$ cat src/hw/urxq_defs.svh
// constants for the receive status queue: offsets, fields, codes, reset values
`ifndef URXQ_DEFS_SVH
`define URXQ_DEFS_SVH

// ****************************************
// register offsets
// ****************************************
`define URXQ_OFS_PEEK 8'h1C
`define URXQ_OFS_POP 8'h20
`define URXQ_OFS_SIZE 8'h24
`define URXQ_OFS_IRQ_STS 8'h40
`define URXQ_OFS_IRQ_MASK 8'h44

// ****************************************
// fields and values
// ****************************************
`define URXQ_ENTRY_W 21
`define URXQ_SIZE_RESET 16'h0200
`define URXQ_SIZE_MAX 16'h0400
`define URXQ_BIT_POPEV 0
`define URXQ_BIT_DROP 1
`define URXQ_BIT_NEMPTY 4
`define URXQ_IRQ_BITS 8'h13
`define URXQ_PS_OUT_NAK 4'h1
`define URXQ_PS_DATA 4'h2
`define URXQ_PS_DONE 4'h3
`define URXQ_PS_SETUP_DONE 4'h4
`define URXQ_PS_TOGGLE_ERR 4'h5
`define URXQ_PS_SETUP_DATA 4'h6
`define URXQ_PS_HALTED 4'h7
`define URXQ_RESP_OKAY 2'h0
`define URXQ_RESP_SLVERR 2'h2
`endif

$ cat src/hw/urxq_pkg.sv
// types shared by the receive status queue modules
package urxq_pkg;
  typedef enum logic {ROLE_DEVICE, ROLE_HOST} urxq_role_e;
  // low 21 bits of a status word; bits 3:0 are channel (host) or endpoint (device)
  typedef struct packed {
    logic [3:0] packet_status;
    logic [1:0] data_pid_field;
    logic [10:0] byte_count_field;
    logic [3:0] channel_number;
  } urxq_entry_s;
endpackage : urxq_pkg

$ cat src/hw/urxq_fifo.sv
// status entry queue with a live top entry and a fill count
`timescale 1ns/1ps
module urxq_fifo #(
  parameter int DEPTH = 16,
  parameter int AW = 4
) (
  input wire logic i_sys_clk,
  input wire logic i_rst_b,
  input wire logic i_push,
  input wire urxq_pkg::urxq_entry_s i_entry,
  input wire logic i_pop,
  output urxq_pkg::urxq_entry_s o_top,
  output logic [AW:0] o_count
);
  urxq_pkg::urxq_entry_s mem [DEPTH];
  logic [AW-1:0] wr_ptr;
  logic [AW-1:0] rd_ptr;
  logic do_pop;

  // callers guarantee push only when not full; pop of an empty queue is dropped
  assign do_pop = i_pop && (o_count != '0);
  assign o_top = mem[rd_ptr];

  always_ff @(posedge i_sys_clk) begin
    if (i_push) begin
      mem[wr_ptr] <= i_entry;
    end
  end

  always_ff @(posedge i_sys_clk or negedge i_rst_b) begin
    if (!i_rst_b) begin
      wr_ptr <= '0;
      rd_ptr <= '0;
      o_count <= '0;
    end else begin
      if (i_push) begin
        wr_ptr <= (wr_ptr == AW'(DEPTH - 1)) ? '0 : wr_ptr + 1'b1;
      end
      if (do_pop) begin
        rd_ptr <= (rd_ptr == AW'(DEPTH - 1)) ? '0 : rd_ptr + 1'b1;
      end
      o_count <= o_count + (AW+1)'(i_push) - (AW+1)'(do_pop);
    end
  end
endmodule : urxq_fifo

$ cat src/hw/urxq_classify.sv
// role-dependent decode of a packet status code
`timescale 1ns/1ps
`include "urxq_defs.svh"
module urxq_classify (
  input wire urxq_pkg::urxq_role_e i_role,
  input wire logic [3:0] i_code,
  output logic o_irq_on_pop,
  output logic o_known
);
  always_comb begin
    o_irq_on_pop = 1'b0;
    o_known = 1'b0;
    if (i_role == urxq_pkg::ROLE_HOST) begin
      case (i_code)
        `URXQ_PS_DATA: o_known = 1'b1;
        `URXQ_PS_DONE, `URXQ_PS_TOGGLE_ERR, `URXQ_PS_HALTED: begin
          o_known = 1'b1;
          o_irq_on_pop = 1'b1;
        end
        default: o_known = 1'b0;
      endcase
    end else begin
      case (i_code)
        `URXQ_PS_DATA, `URXQ_PS_SETUP_DATA: o_known = 1'b1;
        `URXQ_PS_OUT_NAK, `URXQ_PS_DONE, `URXQ_PS_SETUP_DONE: begin
          o_known = 1'b1;
          o_irq_on_pop = 1'b1;
        end
        default: o_known = 1'b0;
      endcase
    end
  end
endmodule : urxq_classify

$ cat src/hw/urxq_top.sv
// receive status queue with AXI4-Lite registers and interrupt
//
// Chosen here: the AXI4-Lite slave port.
`timescale 1ns/1ps
`include "urxq_defs.svh"
module urxq_top #(
  parameter int DEPTH = 16,
  parameter int AW = 4
) (
  input wire logic i_sys_clk,
  input wire logic i_rst_b,
  input wire urxq_pkg::urxq_role_e i_role,
  input wire logic i_rx_valid,
  input wire urxq_pkg::urxq_entry_s i_rx_entry,
  output logic o_rx_ready,
  output logic o_irq,
  output logic o_rx_not_empty,
  input wire logic i_awvalid,
  output logic o_awready,
  input wire logic [7:0] i_awaddr,
  input wire logic i_wvalid,
  output logic o_wready,
  input wire logic [31:0] i_wdata,
  input wire logic [3:0] i_wstrb,
  output logic o_bvalid,
  input wire logic i_bready,
  output logic [1:0] o_bresp,
  input wire logic i_arvalid,
  output logic o_arready,
  input wire logic [7:0] i_araddr,
  output logic o_rvalid,
  input wire logic i_rready,
  output logic [31:0] o_rdata,
  output logic [1:0] o_rresp
);
  // ****************************************
  // queue and decode
  // ****************************************
  urxq_pkg::urxq_entry_s top;
  logic [AW:0] count;
  logic push;
  logic pop_req;
  logic popped;
  logic irq_on_pop;
  logic [15:0] rx_fifo_size;
  logic [AW:0] cap;
  logic [AW:0] next_count;

  assign push = i_rx_valid && o_rx_ready;
  assign popped = pop_req && (count != '0);

  urxq_fifo #(.DEPTH(DEPTH), .AW(AW)) u_fifo (
    .i_sys_clk(i_sys_clk),
    .i_rst_b(i_rst_b),
    .i_push(push),
    .i_entry(i_rx_entry),
    .i_pop(popped),
    .o_top(top),
    .o_count(count)
  );

  urxq_classify u_cls (
    .i_role(i_role),
    .i_code(top.packet_status),
    .o_irq_on_pop(irq_on_pop),
    .o_known()
  );

  // depth in words caps the entry count; buffer size bounds it as well
  always_comb begin
    if (rx_fifo_size == 16'h0000) begin
      cap = '0;
    end else if (rx_fifo_size >= 16'(DEPTH)) begin
      cap = (AW+1)'(DEPTH);
    end else begin
      cap = rx_fifo_size[AW:0];
    end
  end

  assign next_count = count + (AW+1)'(push) - (AW+1)'(popped);

  always_ff @(posedge i_sys_clk or negedge i_rst_b) begin
    if (!i_rst_b) begin
      o_rx_ready <= 1'b0;
      o_rx_not_empty <= 1'b0;
    end else begin
      o_rx_ready <= next_count < cap;
      o_rx_not_empty <= next_count != '0;
    end
  end

  // ****************************************
  // write channel
  // ****************************************
  logic aw_got;
  logic w_got;
  logic [7:0] aw_addr;
  logic [31:0] w_data;
  logic [3:0] w_strb;
  logic have_aw;
  logic have_w;
  logic do_write;
  logic [7:0] wr_addr;
  logic [31:0] wr_data;
  logic wr_full;
  logic [7:0] irq_sts;
  logic [7:0] irq_mask;
  logic [7:0] sts_clr;
  logic [7:0] sts_set;

  assign have_aw = aw_got || (i_awvalid && o_awready);
  assign have_w = w_got || (i_wvalid && o_wready);
  assign do_write = have_aw && have_w && !o_bvalid;
  assign wr_addr = aw_got ? aw_addr : i_awaddr;
  assign wr_data = w_got ? w_data : i_wdata;
  assign wr_full = (w_got ? w_strb : i_wstrb) == 4'hF;

  always_ff @(posedge i_sys_clk or negedge i_rst_b) begin
    if (!i_rst_b) begin
      o_awready <= 1'b1;
      o_wready <= 1'b1;
      aw_got <= 1'b0;
      w_got <= 1'b0;
      aw_addr <= 8'h00;
      w_data <= 32'h0000_0000;
      w_strb <= 4'h0;
      o_bvalid <= 1'b0;
      o_bresp <= `URXQ_RESP_OKAY;
    end else begin
      if (i_awvalid && o_awready) begin
        o_awready <= 1'b0;
        aw_addr <= i_awaddr;
        aw_got <= !do_write;
      end
      if (i_wvalid && o_wready) begin
        o_wready <= 1'b0;
        w_data <= i_wdata;
        w_strb <= i_wstrb;
        w_got <= !do_write;
      end
      if (do_write) begin
        aw_got <= 1'b0;
        w_got <= 1'b0;
        o_bvalid <= 1'b1;
        if (!wr_full) begin
          o_bresp <= `URXQ_RESP_SLVERR;
        end else begin
          case (wr_addr)
            `URXQ_OFS_SIZE, `URXQ_OFS_IRQ_STS, `URXQ_OFS_IRQ_MASK: o_bresp <= `URXQ_RESP_OKAY;
            default: o_bresp <= `URXQ_RESP_SLVERR;
          endcase
        end
      end
      if (o_bvalid && i_bready) begin
        o_bvalid <= 1'b0;
        o_awready <= 1'b1;
        o_wready <= 1'b1;
      end
    end
  end

  always_ff @(posedge i_sys_clk or negedge i_rst_b) begin
    if (!i_rst_b) begin
      rx_fifo_size <= `URXQ_SIZE_RESET;
      irq_mask <= 8'h00;
    end else if (do_write && wr_full) begin
      if (wr_addr == `URXQ_OFS_SIZE) begin
        rx_fifo_size <= wr_data[15:0];
      end
      if (wr_addr == `URXQ_OFS_IRQ_MASK) begin
        irq_mask <= wr_data[7:0] & `URXQ_IRQ_BITS;
      end
    end
  end

  // ****************************************
  // interrupt status
  // ****************************************
  always_comb begin
    sts_clr = 8'h00;
    sts_set = 8'h00;
    if (do_write && wr_full && wr_addr == `URXQ_OFS_IRQ_STS) begin
      sts_clr = wr_data[7:0];
    end
    sts_set[`URXQ_BIT_POPEV] = popped && irq_on_pop;
    sts_set[`URXQ_BIT_DROP] = i_rx_valid && !o_rx_ready && cap != '0;
  end

  // sticky bits: a set in the clearing cycle survives; not-empty is a live level
  always_ff @(posedge i_sys_clk or negedge i_rst_b) begin
    if (!i_rst_b) begin
      irq_sts <= 8'h00;
      o_irq <= 1'b0;
    end else begin
      irq_sts <= (irq_sts & ~sts_clr) | sts_set;
      irq_sts[`URXQ_BIT_NEMPTY] <= next_count != '0;
      o_irq <= |((((irq_sts & ~sts_clr) | sts_set) & irq_mask & 8'h03)
        | ({3'b000, next_count != '0, 4'h0} & irq_mask));
    end
  end

  // ****************************************
  // read channel
  // ****************************************
  logic [31:0] top_word;

  // unused high bits always zero regardless of what the link sent
  assign top_word = (count == '0) ? 32'h0000_0000 : {11'h000, top};

  assign pop_req = i_arvalid && o_arready && i_araddr == `URXQ_OFS_POP;

  always_ff @(posedge i_sys_clk or negedge i_rst_b) begin
    if (!i_rst_b) begin
      o_arready <= 1'b1;
      o_rvalid <= 1'b0;
      o_rdata <= 32'h0000_0000;
      o_rresp <= `URXQ_RESP_OKAY;
    end else begin
      if (i_arvalid && o_arready) begin
        o_arready <= 1'b0;
        o_rvalid <= 1'b1;
        o_rresp <= `URXQ_RESP_OKAY;
        case (i_araddr)
          `URXQ_OFS_PEEK, `URXQ_OFS_POP: o_rdata <= top_word;
          `URXQ_OFS_SIZE: o_rdata <= {16'h0000, rx_fifo_size};
          `URXQ_OFS_IRQ_STS: o_rdata <= {24'h000000, irq_sts};
          `URXQ_OFS_IRQ_MASK: o_rdata <= {24'h000000, irq_mask};
          default: begin
            o_rdata <= 32'h0000_0000;
            o_rresp <= `URXQ_RESP_SLVERR;
          end
        endcase
      end
      if (o_rvalid && i_rready) begin
        o_rvalid <= 1'b0;
        o_arready <= 1'b1;
      end
    end
  end
endmodule : urxq_top

$ cat config.mk
export PLATFORM = sky130hd
export DESIGN_NAME = urxq_top
export DESIGN_NICKNAME = d
export VERILOG_FILES = /design/src/hw/urxq_pkg.sv /design/src/hw/urxq_fifo.sv /design/src/hw/urxq_classify.sv /design/src/hw/urxq_top.sv
export VERILOG_INCLUDE_DIRS = /design/src /design/src/hw
export SDC_FILE = /design/constraint.sdc
export NUM_CORES = 1
export LEC_CHECK = 0
export BUFFER_PORTS_ARGS = -buffer_cell sky130_fd_sc_hd__buf_4
export CORE_MARGIN = 1
export CORE_UTILIZATION = 60
export DETAILED_ROUTE_END_ITERATION = 10
export PLACE_DENSITY = 0.85
export SYNTH_ARGS = -nofsm -noshare
export SYNTH_HDL_FRONTEND = slang
export SYNTH_HIERARCHICAL = 1
export SYNTH_SLANG_ARGS = --single-unit
$ cat constraint.sdc
create_clock -name i_sys_clk -period 4.3 [get_ports i_sys_clk]
set_clock_uncertainty 0.05 [all_clocks]
set_input_delay 0.215 -clock i_sys_clk [delete_from_list [all_inputs] [get_ports i_sys_clk]]
set_output_delay 0.215 -clock i_sys_clk [all_outputs]
set_load 0.05 [all_outputs]
==> metrics.yaml <==
global_route:
  antenna_found_initial: 0
  grt_start_max_net_pins: 63
  wire_length_of_the_first_global_routing_pass_microns: 62800
  globalRoute.totalOverflow: 0
  grt_overall_usage_pct: 27.6
  via_count_of_the_first_global_routing_pass: 10742
floorplan:
  io_pins: 126
  chipHeight_microns: 176
  core.rowCount: 63
  overall_die_width_microns: 176
  start_util_pct: 61.0
  core-area_sq_um: 29600
  die-area_sq_um: 30800
yosys:
  area_of_the_mapped_netlist_sq_um: 18100
  ys_warn_count: 6
  synth_area_per_cell_sq_um: 17.0
  post_synth_inst_count: 1060
sta:
  grt_setup_unrepaired: "false"
  fin_crit_ns: 3.76
  max_slew_margin_pct: 24.3
  fin_setup_tns_ns: 0
  setup_viol: 0
  final-max-slew-violation-count: 0
  max_freq_mhz: 266
  timing_hold_violations_final: 0
  timing_worst_slew_pin_value_ns: 1.14
  fin_crit_sh_pct: 87.4
hold_path:
  holdCritPathClass: "in -> reg"
status:
  status: "finished, final reports clean"
cells_and_area:
  stdcell_count: 1661
  n_antenna_cell: 0
  num-nets-final: 1340
  drive_gt1_share_pct: 25.6
  areaGrowthSynthToFinish_pct: 17.0
  fill_cells: 1761
setup_path:
  required_ns: 4.66
  timing.critical_path.slowest_stage_cell: "nor4b_1"
  path_max_fanout: 6
  critPathLaunchType: "register"
  critPathBufInv: 2
  critical_path.cell_chain: "inv_1 -> ha_1 -> nor4b_1 -> nor4_4 -> xnor2_1 -> ha_1 -> inv_1 -> fa_1 -> nand2b_1 -> a21oi_1 -> xnor2_1 -> o41a_1 -> or4_1"
  critPathMaxStageDelay_ns: 0.61
  worst_setup_path_end_kind: "register"
  worstSetupPathType: "reg -> reg"
  worstPathArrival_ns: 4.12
  critical_path.top_delay_family: "simple AND/OR/NAND/NOR gates"
placement:
  numPlacedInstances: 1522
  dp_hpwl_microns: 23300
  routability_congestion_estimate_from_global_placement: 0.838
  place.port_buffers: 96
power:
  p_sw_share_pct: 26.0
  vdd_drop_max_uv: 357
  power.clock.fraction_pct: 35.2
  sequentialPowerShare_pct: 49.8
  pleak_nw: 7.25
  comb_power_share_pct: 15.1
  cellPowerDensity_nw_per_um2: 492
  p_sw_w: 0.00271
  cellInternalPower_w: 0.00769
clock_network:
  cts_root_buffer: "clkbuf_16"
  htree_num_levels: 2
  clock_sinks: 436
  clock_path_buffers: 3
  cts_tree: "built"
  cts_made_buffers: 44
  clk_pin_slew_worst_paths_ns: 0.06
  number_of_buffers_inserted_to_repair_setup_after_cts: 0
  ctsResizeCount: 0
  clock_latency_of_the_later_clocked_register_in_the_worst_skew_pair_ns: 0.55
detailed_routing:
  top_layer_used: "met4"
  met2WireLength_microns: 20700
  dr_wl_cell_microns: 24.9
  wl_met3_microns: 3380
  drt_pass1_iterations: 7
  met1_wire_length_microns: 15800
  first_iter_violations: 1241
  routed_wl_microns: 41300
  count_of_unresolved_drc_violations_after_routing: 0
  dr_total_vias: 10561
  vias_per_cell: 6.36
  remaining_antenna_violation_count: 0
run:
  drv_cap: 0
==> final cells by class <==
class / instances / area [sq um] / area share [%]
repair buffers: 183 / 1520 / 7.18
clock inverters: 28 / 189 / 0.893
clock buffers: 53 / 1200 / 5.66
well taps: 390 / 488 / 2.31
multi-input cells: 542 / 5040 / 23.8
inverters: 29 / 109 / 0.515
flip-flops and latches: 436 / 12600 / 59.6
==> per-layer routing <==
| layer | vias to the layer above | global-route usage (%) |
|---|---|---|
| met5 | - | 0 |
| met4 | 0 | 11.3 |
| met3 | 117 | 4.70 |
| met2 | 575 | 46.4 |
| met1 | 5372 | 35.9 |
| li1 | 4497 | - |
==> layout by cell type, fill, tap and decap left out, types with 4 or more instances in the layout <==
| cell type | instances |
|---|---|
| nor2_1 | 14 |
| conb_1 | 13 |
| nand3_1 | 7 |
| clkbuf_16 | 46 |
| dfstp_2 | 4 |
| clkinv_1 | 14 |
| clkbuf_1 | 5 |
| o21ai_1 | 29 |
| buf_4 | 125 |
| a222oi_1 | 8 |
| nand2_1 | 72 |
| a22oi_1 | 29 |
| nand2b_1 | 5 |
| dlygate4sd3_1 | 58 |
| ha_1 | 20 |
| clkinv_2 | 9 |
| a22oi_2 | 5 |
| xor2_1 | 4 |
| nor3_2 | 4 |
| o21ai_0 | 33 |
| inv_1 | 29 |
| mux2_2 | 28 |
| mux2i_1 | 83 |
| a21oi_1 | 11 |
| o21a_1 | 6 |
| nor4_1 | 5 |
| edfxtp_1 | 336 |
| mux4_2 | 63 |
| dfrtp_1 | 93 |
| xnor2_1 | 8 |
| a32oi_1 | 22 |
| nor2_2 | 14 |
==> state kept, by name, summed over array words and instances, names as in the netlist, 3 cells and up <==
name,cells
u_fifo/wr_ptr,4
rx_fifo_size,16
o_rdata,21
u_fifo/rd_ptr,4
irq_mask,3
u_fifo/o_count,5
irq_sts,8
w_strb,4
u_fifo/mem,336
w_data,16
aw_addr,8
==> power groups by stage <==
| stage | combinational, W | clock (W) | sequential (W) |
|---|---|---|---|
| after floorplan | 0.00102 | 0 | 0.00524 |
| after global placement | 0.00142 | 0 | 0.00520 |
| after detailed placement | 0.00148 | 0 | 0.00524 |
| after CTS | 0.00155 | 0.00369 | 0.00516 |
| after global routing | 0.00172 | 0.00386 | 0.00521 |
| final | 0.00157 | 0.00366 | 0.00517 |
==> tightest hold or removal path: cells and delay by family <==
kind / cells / cell delay (ns)
buffers and inverters: 1 / 0.09
AND/OR/NAND/NOR: 4 / 0.39
==> repair_timing <==
| item | in CTS | in global routing |
|---|---|---|
| endpoints found under the setup margin | 0 | 0 |
| endpoints found under the hold margin | 449 | 0 |
| hold buffers | 58 | 0 |
==> path summary, 6_finish.rpt <==
check / startpoint / to / slack (ns) / cells past startpoint
setup / recovery: u_fifo/o_count[3]$_DFF_PN0_ / o_irq$_DFF_PN0_ / 0.54 / 13
hold / removal: i_araddr[6] / irq_sts[0]$_DFF_PN0_ / 0.15 / 5
setup reg to reg: u_fifo/o_count[3]$_DFF_PN0_ / o_irq$_DFF_PN0_ / 0.54 / 13
hold reg to reg: o_rdata[8]$_DFFE_PN0P_ / o_rdata[8]$_DFFE_PN0P_ / 0.43 / 2
max in group asynchronous: i_rst_b / rx_fifo_size[9]$_DFFE_PN1P_ / 2.91 / 3
min in group asynchronous: i_rst_b / u_fifo/o_count[3]$_DFF_PN0_ / 0.25 / 2
==> per-stage QoR <==
stage | total power [W] | setup WS [ns] | hold WS [ns] | cell area (sq um) | utilization, %
final | 0.0104 | 0.543 | 0.154 | 21100 | 71.4
after global routing | 0.0108 | 0.281 | 0.177 | 21100 | 71.4
after CTS | 0.0104 | 0.523 | 0.142 | 21100 | 71.4
after detailed placement | 0.00672 | 0.510 | 0.300 | 19200 | 64.7
after global placement | 0.00663 | 0.543 | 0.297 | 19200 | 64.7
after floorplan | 0.00626 | 0.784 | -0.131 | 18100 | -
Note: power is estimated with default switching activity, not from simulation.
